<file path="config.mk">
export PLATFORM = sky130hd
export DESIGN_NAME = reset_timeout_sequencer
export DESIGN_NICKNAME = d
export VERILOG_FILES = /design/src/rtl/rst_seq_pkg.sv /design/src/rtl/tick_counter.sv /design/src/rtl/reset_timeout_sequencer.sv
export SDC_FILE = /design/constraint.sdc
export NUM_CORES = 1
export LEC_CHECK = 0
export BUFFER_PORTS_ARGS = -buffer_cell sky130_fd_sc_hd__buf_4
export CORE_MARGIN = 2
export CORE_UTILIZATION = 53
export CTS_CLUSTER_DIAMETER = 200
export DETAILED_ROUTE_END_ITERATION = 16
export GPL_TIMING_DRIVEN = 0
export PLACE_DENSITY_LB_ADDON = 0.12
export SLEW_MARGIN = 10
export SYNTH_ARGS = -nofsm -noshare
export SYNTH_HDL_FRONTEND = slang
export SYNTH_SLANG_ARGS = --single-unit
</file>
<file path="constraint.sdc">
create_clock -name core_clk_i -period 2.1 [get_ports core_clk_i]
set_input_delay 0.525 -clock core_clk_i [delete_from_list [all_inputs] [get_ports core_clk_i]]
set_output_delay 0.525 -clock core_clk_i [all_outputs]
set_load 0.01 [all_outputs]
</file>
<file path="src/rtl/rst_seq_pkg.sv">
// Shared constants and types of the reset time-out sequencer.
package rst_seq_pkg;

    localparam int unsigned CLK_HZ = 10_000_000;
    localparam int unsigned POWER_UP_DELAY_MS = 72;
    localparam int unsigned POWER_UP_CYCLES = POWER_UP_DELAY_MS * (CLK_HZ / 1000);
    localparam int unsigned POWER_UP_DELAY_TIMER_WIDTH = 20;
    localparam int unsigned OSC_SETTLE_CYCLES = 1024;
    localparam int unsigned OST_WIDTH = 11;

    localparam logic [2:0] ADDR_POWER_STATUS = 3'h0;
    localparam logic [2:0] ADDR_CPU_STATUS = 3'h1;
    localparam logic [2:0] ADDR_OPTION_CFG = 3'h2;
    localparam logic [2:0] ADDR_PORT_DIR = 3'h3;
    localparam logic [2:0] ADDR_SEQ_INFO = 3'h4;

    localparam int unsigned BROWNOUT_BIT = 0;
    localparam int unsigned POWER_ON_BIT = 1;
    localparam int unsigned EXPIRY_BIT = 4;
    localparam int unsigned SLEEP_BIT = 3;

    localparam logic [7:0] POWER_STATUS_RESET = 8'h00;
    localparam logic [7:0] CPU_STATUS_RESET = 8'h18;
    localparam logic [7:0] ALL_ONES = 8'hFF;
    localparam logic [12:0] PC_RESET_VECTOR = 13'h0000;
    localparam logic [12:0] PC_IRQ_VECTOR = 13'h0004;

    typedef enum logic [1:0]
    {
        SLOW_CRYSTAL_MODE = 2'b00,
        STD_CRYSTAL_MODE = 2'b01,
        FAST_CRYSTAL_MODE = 2'b10,
        RESISTOR_CAPACITOR_MODE = 2'b11
    } osc_mode_e;

    typedef enum logic [1:0]
    {
        SEQ_RUN = 2'b00,
        SEQ_POWER_UP = 2'b01,
        SEQ_OSC_SETTLE = 2'b10,
        SEQ_HOLD = 2'b11
    } seq_state_e;

    typedef enum logic [2:0]
    {
        CAUSE_POWER_ON = 3'b000,
        CAUSE_BROWNOUT = 3'b001,
        CAUSE_EXT_RUN = 3'b010,
        CAUSE_EXT_SLEEP = 3'b011,
        CAUSE_WDT_RESET = 3'b100,
        CAUSE_WDT_WAKE = 3'b101,
        CAUSE_IRQ_WAKE = 3'b110
    } cause_e;

    // Status register image: value is loaded only where the mask bit is set.
    typedef struct packed
    {
        logic [7:0] value;
        logic [7:0] mask;
    } status_load_s;

    localparam status_load_s LOAD_POWER_ON = '{value: 8'h18, mask: 8'hF8};
    localparam status_load_s LOAD_BROWNOUT = '{value: 8'h18, mask: 8'hF8};
    localparam status_load_s LOAD_EXT_RUN = '{value: 8'h00, mask: 8'hE0};
    localparam status_load_s LOAD_EXT_SLEEP = '{value: 8'h10, mask: 8'hF8};
    localparam status_load_s LOAD_WDT_RESET = '{value: 8'h08, mask: 8'hF8};
    localparam status_load_s LOAD_WDT_WAKE = '{value: 8'h00, mask: 8'h18};
    localparam status_load_s LOAD_IRQ_WAKE = '{value: 8'h10, mask: 8'h18};

    typedef struct packed
    {
        logic [2:0] addr;
        logic [7:0] wdata;
        logic wr;
        logic rd;
    } reg_req_s;

endpackage

</file>
<file path="src/rtl/tick_counter.sv">
// Terminal-count counter used by both time-out timers.
`timescale 1ns/1ps
`default_nettype none

module tick_counter #(
    parameter int unsigned WIDTH = 11,
    parameter logic [WIDTH-1:0] TERMINAL = '1
) (
    input wire logic core_clk_i, // Block clock.
    input wire logic rst_i,      // Synchronous reset, active high.
    input wire logic clear_i,    // Hold count at zero.
    input wire logic tick_i,     // One-cycle count enable.
    output logic done_o          // Terminal count reached.
);

    logic [WIDTH-1:0] count;

    always_ff @(posedge core_clk_i)
    begin
        if (rst_i || clear_i)
        begin
            count <= '0;
            done_o <= 1'b0;
        end
        else if (tick_i && !done_o)
        begin
            count <= count + 1'b1;
            done_o <= (count == TERMINAL - 1'b1);
        end
    end

endmodule // tick_counter

`default_nettype wire

</file>
<file path="src/rtl/reset_timeout_sequencer.sv">
// Reset time-out sequencer with reset-cause flags and register reloads.
//
// Decided for this implementation: the address map and the strobed register port.
`timescale 1ns/1ps
`default_nettype none

module reset_timeout_sequencer #(
    parameter logic [19:0] POWER_UP_CYCLES = 20'(rst_seq_pkg::POWER_UP_CYCLES)
) (
    input wire logic core_clk_i,                // 10 MHz internal timebase.
    input wire logic rst_i,                     // Synchronous reset, active high.
    input wire logic power_on_event_i,          // Supply rise detected, one-cycle pulse.
    input wire logic brownout_event_i,          // Supply recovered after brown-out, pulse.
    input wire logic ext_reset_n_i,             // External reset pin level, active low.
    input wire logic watchdog_timeout_i,        // Watchdog expiry, one-cycle pulse.
    input wire logic wake_irq_i,                // Enabled interrupt request level.
    input wire logic sleeping_i,                // Core is in sleep.
    input wire logic global_irq_enable_i,       // Global interrupt enable level.
    input wire logic osc_i,                     // Oscillator input level.
    input wire logic [1:0] osc_mode_i,          // Oscillator configuration.
    input wire logic power_up_delay_enable_n_i, // Power-up delay enable, active low.
    input wire logic brownout_enable_i,         // Brown-out reset enabled.
    input wire logic [12:0] pc_i,               // Current program counter.
    input wire rst_seq_pkg::reg_req_s req_i,    // Register request.
    output logic [7:0] rdata_o,                 // Read data, cycle after the read.
    output logic core_reset_o,                  // Internal reset to the core.
    output logic pc_load_o,                     // Program counter load pulse.
    output logic [12:0] pc_value_o,             // Program counter load value.
    output logic [7:0] cpu_status_o,            // Status register image.
    output logic [7:0] option_cfg_o,            // Option configuration register.
    output logic [7:0] port_dir_o               // Port direction register.
);

    rst_seq_pkg::seq_state_e state;
    rst_seq_pkg::cause_e cause;
    rst_seq_pkg::status_load_s load_sel;
    logic [7:0] power_status;
    logic crystal_mode;
    logic delay_on;
    logic osc_prev;
    logic osc_edge;
    logic power_up_done;
    logic settle_done;
    logic release_now;
    logic is_wake;
    logic supply_restart;
    logic [12:0] next_pc;

    assign crystal_mode = (osc_mode_i != rst_seq_pkg::RESISTOR_CAPACITOR_MODE);
    assign delay_on = !power_up_delay_enable_n_i || brownout_enable_i;
    assign osc_edge = osc_i && !osc_prev;
    // A supply event seen mid-count must start the timers again from zero.
    assign supply_restart = power_on_event_i || (brownout_event_i && brownout_enable_i);
    assign release_now = (state == rst_seq_pkg::SEQ_HOLD) && ext_reset_n_i;
    assign is_wake = (cause == rst_seq_pkg::CAUSE_WDT_WAKE)
        || (cause == rst_seq_pkg::CAUSE_IRQ_WAKE);

    // The core clock serves as the internal timebase so the delay is free of the oscillator.
    tick_counter #(
        .WIDTH(20),
        .TERMINAL(POWER_UP_CYCLES)
    ) u_power_up_delay_timer (
        .core_clk_i(core_clk_i),
        .rst_i(rst_i),
        .clear_i((state != rst_seq_pkg::SEQ_POWER_UP) || supply_restart),
        .tick_i(1'b1),
        .done_o(power_up_done)
    );

    tick_counter #(
        .WIDTH(11),
        .TERMINAL(11'(rst_seq_pkg::OSC_SETTLE_CYCLES))
    ) u_oscillator_settle_counter (
        .core_clk_i(core_clk_i),
        .rst_i(rst_i),
        .clear_i((state != rst_seq_pkg::SEQ_OSC_SETTLE) || supply_restart),
        .tick_i(osc_edge),
        .done_o(settle_done)
    );

    always_ff @(posedge core_clk_i)
    begin
        if (rst_i)
        begin
            osc_prev <= 1'b0;
        end
        else
        begin
            osc_prev <= osc_i;
        end
    end

    // Sequencer: supply events restart from any state; others only while running.
    always_ff @(posedge core_clk_i)
    begin
        if (rst_i)
        begin
            state <= rst_seq_pkg::SEQ_RUN;
            cause <= rst_seq_pkg::CAUSE_POWER_ON;
        end
        else if (power_on_event_i)
        begin
            cause <= rst_seq_pkg::CAUSE_POWER_ON;
            if (delay_on)
                state <= rst_seq_pkg::SEQ_POWER_UP;
            else if (crystal_mode)
                state <= rst_seq_pkg::SEQ_OSC_SETTLE;
            else
                state <= rst_seq_pkg::SEQ_HOLD;
        end
        else if (brownout_event_i && brownout_enable_i)
        begin
            cause <= rst_seq_pkg::CAUSE_BROWNOUT;
            state <= rst_seq_pkg::SEQ_POWER_UP;
        end
        else
        begin
            case (state)
                rst_seq_pkg::SEQ_RUN:
                begin
                    if (!ext_reset_n_i)
                    begin
                        cause <= sleeping_i ? rst_seq_pkg::CAUSE_EXT_SLEEP
                                            : rst_seq_pkg::CAUSE_EXT_RUN;
                        state <= rst_seq_pkg::SEQ_HOLD;
                    end
                    else if (watchdog_timeout_i && !sleeping_i)
                    begin
                        // Internal only: nothing here drives the external pin.
                        cause <= rst_seq_pkg::CAUSE_WDT_RESET;
                        state <= rst_seq_pkg::SEQ_HOLD;
                    end
                    else if (sleeping_i && (watchdog_timeout_i || wake_irq_i))
                    begin
                        cause <= watchdog_timeout_i ? rst_seq_pkg::CAUSE_WDT_WAKE
                                                    : rst_seq_pkg::CAUSE_IRQ_WAKE;
                        state <= crystal_mode ? rst_seq_pkg::SEQ_OSC_SETTLE
                                              : rst_seq_pkg::SEQ_HOLD;
                    end
                end
                rst_seq_pkg::SEQ_POWER_UP:
                begin
                    if (power_up_done)
                        state <= crystal_mode ? rst_seq_pkg::SEQ_OSC_SETTLE
                                              : rst_seq_pkg::SEQ_HOLD;
                end
                rst_seq_pkg::SEQ_OSC_SETTLE:
                begin
                    if (settle_done)
                        state <= rst_seq_pkg::SEQ_HOLD;
                end
                rst_seq_pkg::SEQ_HOLD:
                begin
                    if (ext_reset_n_i)
                        state <= rst_seq_pkg::SEQ_RUN;
                end
                default:
                begin
                    state <= rst_seq_pkg::SEQ_RUN;
                end
            endcase
        end
    end

    // Reset stays on through delay, settle and hold, so in crystal modes release after a supply event or a wake follows the settle count.
    assign core_reset_o = (state != rst_seq_pkg::SEQ_RUN);

    always_comb
    begin
        case (cause)
            rst_seq_pkg::CAUSE_POWER_ON: load_sel = rst_seq_pkg::LOAD_POWER_ON;
            rst_seq_pkg::CAUSE_BROWNOUT: load_sel = rst_seq_pkg::LOAD_BROWNOUT;
            rst_seq_pkg::CAUSE_EXT_RUN: load_sel = rst_seq_pkg::LOAD_EXT_RUN;
            rst_seq_pkg::CAUSE_EXT_SLEEP: load_sel = rst_seq_pkg::LOAD_EXT_SLEEP;
            rst_seq_pkg::CAUSE_WDT_RESET: load_sel = rst_seq_pkg::LOAD_WDT_RESET;
            rst_seq_pkg::CAUSE_WDT_WAKE: load_sel = rst_seq_pkg::LOAD_WDT_WAKE;
            rst_seq_pkg::CAUSE_IRQ_WAKE: load_sel = rst_seq_pkg::LOAD_IRQ_WAKE;
            default: load_sel = rst_seq_pkg::LOAD_POWER_ON;
        endcase
    end

    always_comb
    begin
        next_pc = rst_seq_pkg::PC_RESET_VECTOR;
        if (cause == rst_seq_pkg::CAUSE_WDT_WAKE)
            next_pc = pc_i + 13'h0001;
        else if (cause == rst_seq_pkg::CAUSE_IRQ_WAKE)
            next_pc = global_irq_enable_i ? rst_seq_pkg::PC_IRQ_VECTOR
                                          : pc_i + 13'h0001;
    end

    always_ff @(posedge core_clk_i)
    begin
        if (rst_i)
        begin
            pc_load_o <= 1'b0;
            pc_value_o <= rst_seq_pkg::PC_RESET_VECTOR;
        end
        else
        begin
            pc_load_o <= release_now;
            if (release_now)
                pc_value_o <= next_pc;
        end
    end

    // Hardware loads at release override a software write in the same cycle.
    always_ff @(posedge core_clk_i)
    begin
        if (rst_i)
        begin
            power_status <= rst_seq_pkg::POWER_STATUS_RESET;
        end
        else
        begin
            if (req_i.wr && req_i.addr == rst_seq_pkg::ADDR_POWER_STATUS)
                power_status[1:0] <= req_i.wdata[1:0];
            if (release_now && cause == rst_seq_pkg::CAUSE_POWER_ON)
                power_status[rst_seq_pkg::POWER_ON_BIT] <= 1'b0;
            // When brown-out reset is off no brown-out ever clears the flag, so it means nothing.
            if (release_now && cause == rst_seq_pkg::CAUSE_BROWNOUT)
                power_status[rst_seq_pkg::BROWNOUT_BIT] <= 1'b0;
        end
    end

    always_ff @(posedge core_clk_i)
    begin
        if (rst_i)
        begin
            cpu_status_o <= rst_seq_pkg::CPU_STATUS_RESET;
        end
        else
        begin
            if (req_i.wr && req_i.addr == rst_seq_pkg::ADDR_CPU_STATUS)
                cpu_status_o <= req_i.wdata;
            if (release_now)
                cpu_status_o <= (cpu_status_o & ~load_sel.mask)
                    | (load_sel.value & load_sel.mask);
        end
    end

    always_ff @(posedge core_clk_i)
    begin
        if (rst_i)
        begin
            option_cfg_o <= rst_seq_pkg::ALL_ONES;
            port_dir_o <= rst_seq_pkg::ALL_ONES;
        end
        else
        begin
            if (req_i.wr && req_i.addr == rst_seq_pkg::ADDR_OPTION_CFG)
                option_cfg_o <= req_i.wdata;
            if (req_i.wr && req_i.addr == rst_seq_pkg::ADDR_PORT_DIR)
                port_dir_o <= req_i.wdata;
            if (release_now && !is_wake)
            begin
                option_cfg_o <= rst_seq_pkg::ALL_ONES;
                port_dir_o <= rst_seq_pkg::ALL_ONES;
            end
        end
    end

    always_ff @(posedge core_clk_i)
    begin
        if (rst_i)
        begin
            rdata_o <= 8'h00;
        end
        else if (req_i.rd)
        begin
            case (req_i.addr)
                rst_seq_pkg::ADDR_POWER_STATUS: rdata_o <= {6'h00, power_status[1:0]};
                rst_seq_pkg::ADDR_CPU_STATUS: rdata_o <= cpu_status_o;
                rst_seq_pkg::ADDR_OPTION_CFG: rdata_o <= option_cfg_o;
                rst_seq_pkg::ADDR_PORT_DIR: rdata_o <= port_dir_o;
                rst_seq_pkg::ADDR_SEQ_INFO: rdata_o <= {2'h0, core_reset_o, cause, state};
                default: rdata_o <= 8'h00;
            endcase
        end
        else
        begin
            rdata_o <= 8'h00;
        end
    end

endmodule // reset_timeout_sequencer

`default_nettype wire

</file>
==> impl_metrics.sql, run 1 <==
INSERT INTO impl_metrics (metric_group, metric, value, unit) VALUES
('outcome', 'outcome', 'complete, no violations', ''),
('clock_network', 'clock_insertion_delay_worst_skew', '0.35', 'ns'),
('global_route', 'grt_overflow_total', '0', ''),
('critical_path', 'crit_path_end_kind', 'primary output', ''),
('drt', 'drtAntennaViolNets', '0', ''),
('critical_path', 'rr_endpoint', 'option_cfg_o[0]', ''),
('sta', 'clock_skew', '0.0104', 'ns'),
('global_route', 'antenna_violations_before_repair', '0', ''),
('clock_network', 'cts_repair_resize_count', '0', ''),
('yosys', 'synth_top_family_by_area', 'simple AND/OR/NAND/NOR gates', ''),
('critical_path', 'cp.buffers_inverters', '2', ''),
('critical_path', 'worstSetupPathType', 'flop to primary output', ''),
('yosys', 'async_s_r_ff_share_synth', '0', '%'),
('yosys', 'yosys.area_share.simple', '29.8', '%'),
('yosys', 'dominant_synthesized_flop_cell', 'sky130_fd_sc_hd__dfxtp_1', ''),
('yosys', 'post_synth_xor_area_fraction', '6.81', '%'),
('yosys', 'number_of_nets_produced_by_synthesis', '531', ''),
('yosys', 'post_synth_instance_area', '4120', 'um^2'),
('placement', 'placed_cells_incl_taps', '674', ''),
('yosys', 'synth_top_area_share', '42.3', '%'),
('drt', 'route.detailed.wl_per_inst', '14.4', 'um'),
('yosys', 'cell_taking_the_most_area_after_synthesis', 'sky130_fd_sc_hd__dfxtp_1', ''),
('drt', 'dr_total_vias', '3785', ''),
('critical_path', 'crit_slowest_cell', 'sky130_fd_sc_hd__or2_2', ''),
('layout', 'synthToLayoutAreaGrowth', '23.6', '%'),
('floorplanning', 'start_util', '54.1', '%'),
('yosys', 'yosys-top-cells-count', 'sky130_fd_sc_hd__dfxtp_1, sky130_fd_sc_hd__nand2_1, sky130_fd_sc_hd__nand3_1', ''),
('clock_network', 'htree_num_levels', '3', ''),
('yosys', 'synth-adder-area-share', '0.912', '%'),
('global_route', 'first_global_vias', '3571', ''),
('global_route', 'grt_start_max_net_pins', '14', ''),
('clock_network', 'tritoncts_num_sinks', '87', ''),
('yosys', 'ys_seq_elements', '87', ''),
('drt', 'drt_pass1_iterations', '4', ''),
('layout', 'drive_above_1_share', '22.5', '%'),
('sta', 'layout_worst_path_cycle_share', '89.5', '%'),
('sta', 'setup_tns', '0', 'ns'),
('sta', 'final-hold-violation-count', '0', ''),
('yosys', 'synth-compound-area-share', '13.0', '%'),
('floorplanning', 'fp-row-count', '32', ''),
('sta', 'max_slew_margin', '66.4', '%'),
('sta', 'drv_slew', '0', ''),
('pwr', 'irDropWorstVdd', '0.474', 'mV'),
('floorplanning', 'fp.dieArea', '8490', 'um^2'),
('sta', 'max_slew.worst_pin.slew', '0.503', 'ns'),
('layout', 'antennaDiodeCount', '0', ''),
('clock_network', 'post_cts_buffers', '0', ''),
('clock_network', 'cts_tree', 'done', ''),
('yosys', 'post_synth_num_cell_types', '57', ''),
('layout', 'finalNonFillerCells', '689', ''),
('yosys', 'synth_seq_area_share', '42.3', '%'),
('drt', 'finalWirelength', '9900', 'um'),
('clock_network', 'cts_hold_buf', '0', ''),
('yosys', 'ys_warn_count', '0', ''),
('clock_network', 'cts_max_path_buffers', '2', ''),
('yosys', 'synth_area_per_cell', '8.44', 'um^2'),
('critical_path', 'timing.critical_path.required', '1.57', 'ns'),
('run', 'drv_cap', '0', ''),
('clock_network', 'clkSlewWorstSetupHoldPaths', '0.08', 'ns'),
('critical_path', 'crit_family', 'simple AND/OR/NAND/NOR gates', ''),
('clock_network', 'cts_root_buffer', 'sky130_fd_sc_hd__clkbuf_8', ''),
('yosys', 'yosysMostFrequentCell', 'sky130_fd_sc_hd__dfxtp_1', ''),
('critical_path', 'worst-endpoint-arrival', '1.35', 'ns'),
('yosys', 'post_synth_inst_count', '488', ''),
('sta', 'grt_setup_unrepaired', 'no', ''),
('global_route', 'global_route.usage.total', '23.8', '%'),
('sta', 'post-route-min-period', '1.88', 'ns'),
('sta', 'setup-violations-final', '0', ''),
('worst_hold_path', 'timing.hold.worst.class', 'primary input to flop', ''),
('drt', 'drc', '0', ''),
('layout', 'num-nets-final', '626', '');
## worst min-delay path by stage
stage	cells after the start	startpoint	to	slack, ns
final	2	watchdog_timeout_i	cause[1]	0.39
after global routing	2	watchdog_timeout_i	cause[1]	0.39
after CTS	2	watchdog_timeout_i	cause[1]	0.38
after detailed placement	2	pc_value_o[10]	pc_value_o[10]	0.45
after global placement	2	pc_value_o[6]	pc_value_o[6]	0.44
after floorplan	2	u_power_up_delay_timer.count[19]	u_power_up_delay_timer.count[19]	0.46
## report_power, final
group	leakage (uW)	total [uW]	internal [uW]	switching, uW
logic	0.00123	377	169	209
clock network	0.000109	1270	693	577
registers	0.000705	1700	1680	21.0
total	0.00205	3350	2540	806
## layout by cell type (no fill, tap or decap), drive strengths merged, types with 3 or more instances in the layout
cell type	synthesis	routed
nor3	10	10
nand2	74	74
nor2	35	35
mux2i	6	6
or3	12	12
o21ai	24	24
mux2	8	8
a311oi	3	3
nand2b	5	5
nand4	14	14
buf	10	94
and4	5	5
and3	9	9
nor4	5	5
o22ai	5	5
a21oi	27	27
nor2b	8	8
nand3	37	37
and2	10	10
inv	5	5
clkbuf	15	26
a22oi	12	12
ha	3	3
xnor2	12	12
xor2	20	20
dfxtp	87	87
or2	3	3
## cells by family (layout without fill, tap and decap cells)
kind of cell / Yosys count / in the layout
adder cells (fa/ha/maj): 3 / 3
AND/OR/NAND/NOR: 235 / 235
buffers and inverters: 30 / 129
XOR/XNOR: 32 / 32
multiplexers: 14 / 14
flip-flops: 87 / 87
AO/OA/AOI/OAI: 87 / 87
## area by class of cell
cell class                 count  area, um^2
sequential                    87        1740
tap                          102         128
fill                         674        2520
clock inverter                 4        70.1
inverter                       5        18.8
clock buffer                  11         141
buffer                        25         128
timing repair buffer          84         631
multi-input combinational    371        2230
## through the flow
stage	power (uW)	instance area [um^2]	setup slack, ns
2_1_floorplan	1940	4120	0.406
3_3_place_gp	2100	4870	0.198
3_5_place_dp	2110	4870	0.193
4_1_cts	3350	5090	0.214
5_1_grt	3470	5090	0.150
6_report	3350	5090	0.220
## flip-flops by register name, indices dropped and copies added, names as in the netlist, named ones only
register and flops:
pc_load_o 1, u_oscillator_settle_counter.count 11, osc_prev 1, u_power_up_delay_timer.done_o 1
pc_value_o 13, u_power_up_delay_timer.count 20, power_status 2, cause 3
port_dir_o 8, rdata_o 8, state 2, u_oscillator_settle_counter.done_o 1
cpu_status_o 6, option_cfg_o 8
## routing by layer
| layer | global-route usage [%] | wire length (um) | vias up |
|---|---|---|---|
| li1 | - | - | 1912 |
| met1 | 32.5 | 4620 | 1749 |
| met2 | 38.2 | 4580 | 113 |
| met3 | 4.85 | 595 | 11 |
| met4 | 6.84 | 106 | 0 |
| met5 | 0 | 0 | - |
Note: power is estimated with default switching activity, not from simulation.
==> run 2, diff against run 1 <==
- GPL_TIMING_DRIVEN: 0 -> 1
- SLEW_MARGIN: 10 -> 0
- SYNTH_HIERARCHICAL: default -> 1
==> run 2 against run 1 <==
Against the previous run: cell count shrank 0.29%; largest power group unchanged; utilization increased by 0.062 points; clock skew up 0.0023 ns; via count rose by 2.9%.
==> impl_metrics.sql, run 2 <==
INSERT INTO impl_metrics (metric_group, metric, value, unit) VALUES
('outcome', 'outcome', 'complete, no violations', ''),
('layout', 'largest_regs', 'u_power_up_delay_timer/count x20, pc_value_o x13, u_oscillator_settle_counter/count x11', ''),
('sta', 'setup_tns', '0', 'ns'),
('pwr', 'p_leak', '0.00200', 'uW'),
('global_route', 'first_pass_grt_wire_length', '16200', 'um'),
('worst_hold_path', 'holdCritStartpoint', 'power_on_event_i', ''),
('critical_path', 'ff2ff_setup_slack', '0.13', 'ns'),
('floorplanning', 'floorplan.core_area', '7730', 'um^2'),
('yosys', 'ys_seq_elements', '87', ''),
('yosys', 'post_synth_instance_area', '4210', 'um^2'),
('sta', 'post-route-min-period', '1.97', 'ns'),
('worst_hold_path', 'min_to', 'cause[0]', ''),
('drt', 'drt_pass1_iterations', '5', ''),
('clock_network', 'cts_hold_buf', '0', ''),
('layout', 'nFillCells', '629', ''),
('clock_network', 'cts_repair_resize_count', '0', ''),
('sta', 'layout_worst_path_cycle_share', '94.0', '%'),
('yosys', 'synth_seq_area_share', '41.4', '%'),
('critical_path', 'rr_endpoint', 'u_power_up_delay_timer/count[18]', ''),
('layout', 'mostFrequentLayoutCell', 'sky130_fd_sc_hd__buf_4', ''),
('yosys', 'number_of_flops_mapped_to_enable_cells_by_yosys', '0', ''),
('floorplanning', 'start_util', '54.4', '%'),
('drt', 'route.detailed.wl_per_inst', '14.7', 'um'),
('global_route', 'grt_overflow_total', '0', ''),
('drt', 'drc', '0', ''),
('critical_path', 'worst-endpoint-arrival', '2.25', 'ns'),
('layout', 'largest_reg_flops', '20', ''),
('yosys', 'post_synth_inst_count', '501', ''),
('critical_path', 'crit_slowest_cell', 'sky130_fd_sc_hd__or4_1', ''),
('layout', 'antennaDiodeCount', '0', ''),
('yosys', 'async_s_r_ff_share_synth', '0', '%'),
('clock_network', 'cts_max_path_buffers', '2', ''),
('critical_path', 'worstSetupPathType', 'flop to flop', ''),
('critical_path', 'timing.critical_path.slowest_cell_delay', '0.66', 'ns'),
('placement', 'port_buffers', '86', ''),
('floorplanning', 'die_h', '93.1', 'um'),
('drt', 'drtAntennaViolNets', '0', ''),
('clock_network', 'cts_root_buffer', 'sky130_fd_sc_hd__clkbuf_8', ''),
('placement', 'place.gp.congestion', '0.897', ''),
('yosys', 'synth_area_per_cell', '8.40', 'um^2'),
('global_route', 'antenna_violations_before_repair', '0', ''),
('layout', 'drive_above_1_share', '22.1', '%'),
('clock_network', 'post_cts_buffers', '0', ''),
('clock_network', 'htree_num_levels', '3', ''),
('yosys', 'synth_top_area_share', '41.4', '%'),
('layout', 'num-nets-final', '625', ''),
('floorplanning', 'die_width', '93.1', 'um'),
('drt', 'finalWirelength', '10100', 'um'),
('layout', 'commonest_non_fill_non_tap_cells_in_the_layout', 'sky130_fd_sc_hd__buf_4, sky130_fd_sc_hd__dfxtp_1, sky130_fd_sc_hd__nand2_1, sky130_fd_sc_hd__nand3_1, sky130_fd_sc_hd__nor2_1', ''),
('worst_hold_path', 'timing.hold.worst.class', 'primary input to flop', ''),
('clock_network', 'clock_insertion_delay_worst_skew', '0.34', 'ns'),
('sta', 'hold_slack', '0.402', 'ns'),
('clock_network', 'clkSlewWorstSetupHoldPaths', '0.08', 'ns'),
('sta', 'grt_setup_unrepaired', 'no', ''),
('critical_path', 'critical_path.startpoint_type', 'flop', ''),
('yosys', 'yosysMostFrequentCell', 'sky130_fd_sc_hd__dfxtp_1', ''),
('worst_hold_path', 'holdPathStages', '2', ''),
('pwr', 'irDropWorstVdd', '0.424', 'mV'),
('sta', 'drv_slew', '0', ''),
('global_route', 'grt_start_max_net_pins', '39', ''),
('layout', 'registers.top_by_ff_count', 'u_power_up_delay_timer/count', ''),
('clock_network', 'cts_tree', 'done', ''),
('pwr', 'total_power', '3440', 'uW'),
('floorplanning', 'fp-row-count', '32', ''),
('global_route', 'global_route.usage.total', '23.0', '%'),
('layout', 'synthToLayoutAreaGrowth', '22.9', '%'),
('drt', 'dr_total_vias', '3893', ''),
('critical_path', 'timing.reg2reg.worst_path_depth', '5', ''),
('floorplanning', 'fp.dieArea', '8670', 'um^2'),
('clock_network', 'tritoncts_num_sinks', '87', ''),
('yosys', 'ys_warn_count', '6', ''),
('sta', 'setup-violations-final', '0', ''),
('yosys', 'yosys-top-cells-count', 'sky130_fd_sc_hd__dfxtp_1, sky130_fd_sc_hd__nand2_1, sky130_fd_sc_hd__nand3_1', ''),
('drt', 'detail_route.iter0.violations', '164', ''),
('pwr', 'power_per_cell_area', '666', 'nW/um^2'),
('yosys', 'post_synth_num_cell_types', '59', ''),
('drt', 'drt-vias-per-instance', '5.67', ''),
('floorplanning', 'floorplan.io_pins', '87', ''),
('critical_path', 'timing.critical_path.required', '2.38', 'ns'),
('run', 'drv_cap', '0', ''),
('critical_path', 'cp_max_fo', '7', ''),
('critical_path', 'timing.rr.start', 'u_power_up_delay_timer/count[0]', ''),
('sta', 'layout_setup_ws', '0.126', 'ns'),
('critical_path', 'crit_path_end_kind', 'flop', ''),
('critical_path', 'path_cells', 'ha_1 > nand2_1 > or4_1 > or4_1 > nand2_1', ''),
('clock_network', 'tritoncts.num_buffers', '9', ''),
('sta', 'final-hold-violation-count', '0', ''),
('yosys', 'synth_top_cells_by_area', 'sky130_fd_sc_hd__dfxtp_1, sky130_fd_sc_hd__nand2_1, sky130_fd_sc_hd__nand3_1', ''),
('yosys', 'cell_taking_the_most_area_after_synthesis', 'sky130_fd_sc_hd__dfxtp_1', ''),
('placement', 'detailedPlacementHpwl', '7430', 'um'),
('placement', 'pre_cts_ws', '0.148', 'ns'),
('sta', 'clock_skew', '0.0127', 'ns'),
('global_route', 'first_global_vias', '3496', ''),
('yosys', 'dominant_synthesized_flop_cell', 'sky130_fd_sc_hd__dfxtp_1', ''),
('sta', 'max_freq', '0.507', 'GHz');
-- run 2: cell types whose count changed in the layout (fill, tap and decap cells not counted), sizes merged, moves of 5 or more --
| cell | previous run | this run |
|---|---|---|
| or4 | 0 | 9 |
| nor3 | 10 | 15 |
| clkbuf | 26 | 10 |
| and3 | 9 | 3 |
| inv | 5 | 15 |
| nand3b | 1 | 8 |
| nand4 | 14 | 9 |
| xor2 | 20 | 5 |
| xnor2 | 12 | 17 |
| nand2 | 74 | 66 |
| o31ai | 0 | 5 |
-- run 2: how the worst max path moves through the flow --
stage / startpoint / endpoint / slack (ns) / depth (start not counted)
3_3_place_gp: brownout_event_i / u_power_up_delay_timer/count[18] / 0.19 / 6
6_report: u_power_up_delay_timer/count[0] / u_power_up_delay_timer/count[18] / 0.13 / 5
2_1_floorplan: brownout_event_i / u_power_up_delay_timer/count[18] / 0.27 / 5
3_5_place_dp: osc_i / u_oscillator_settle_counter/count[5] / 0.15 / 5
4_1_cts: u_power_up_delay_timer/count[0] / u_power_up_delay_timer/count[18] / 0.13 / 5
5_1_grt: u_power_up_delay_timer/count[0] / u_power_up_delay_timer/count[18] / 0.04 / 5
-- run 2: where the power goes --
group          switching [uW]  internal (uW)
Clock                     553            808
Sequential               32.7           1680
Combinational             196            176
-- run 2: cell type report --
class                      instances  area (um^2)  area share, %
inverter                          15         56.3           1.09
timing repair buffer              94          718           13.9
multi-input combinational        375         2290           44.4
clock inverter                     4         95.1           1.84
clock buffer                      10          138           2.66
sequential                        87         1740           33.7
tap                              102          128           2.47
-- run 2: worst max-delay path, delay by kind of cell, from the launching register on --
family,cells,cell delay (ns)
flip-flops,1,0.40
adder cells (fa/ha/maj),1,0.21
AND/OR/NAND/NOR,4,1.31
-- run 2: per-stage QoR --
step	area (um^2)	std cells	util (%)
4_1_cts	5170	687	66.9
3_3_place_gp	4940	673	63.9
6_report	5170	687	66.9
3_5_place_dp	4940	673	63.9
2_1_floorplan	4210	502	-
5_1_grt	5170	687	66.9
-- run 2: kinds of logic after synthesis --
logic type               share of synthesized area (%)
adder cells (fa/ha/maj)                          0.892
other                                           0.0891
flip-flops                                        41.4
multiplexers                                      4.28
AO/OA/AOI/OAI                                     14.6
buffers and inverters                             4.13
AND/OR/NAND/NOR                                   30.0
XOR/XNOR                                          4.58
-- run 2: layer usage --
| metal | share of wire [%] | vias up | GRT usage (%) |
|---|---|---|---|
| met5 | 0 | - | 0 |
| met4 | 2.0 | 0 | 8.95 |
| met3 | 5.9 | 19 | 4.11 |
| met2 | 46 | 138 | 37.0 |
| met1 | 46 | 1798 | 30.8 |
| li1 | - | 1938 | - |
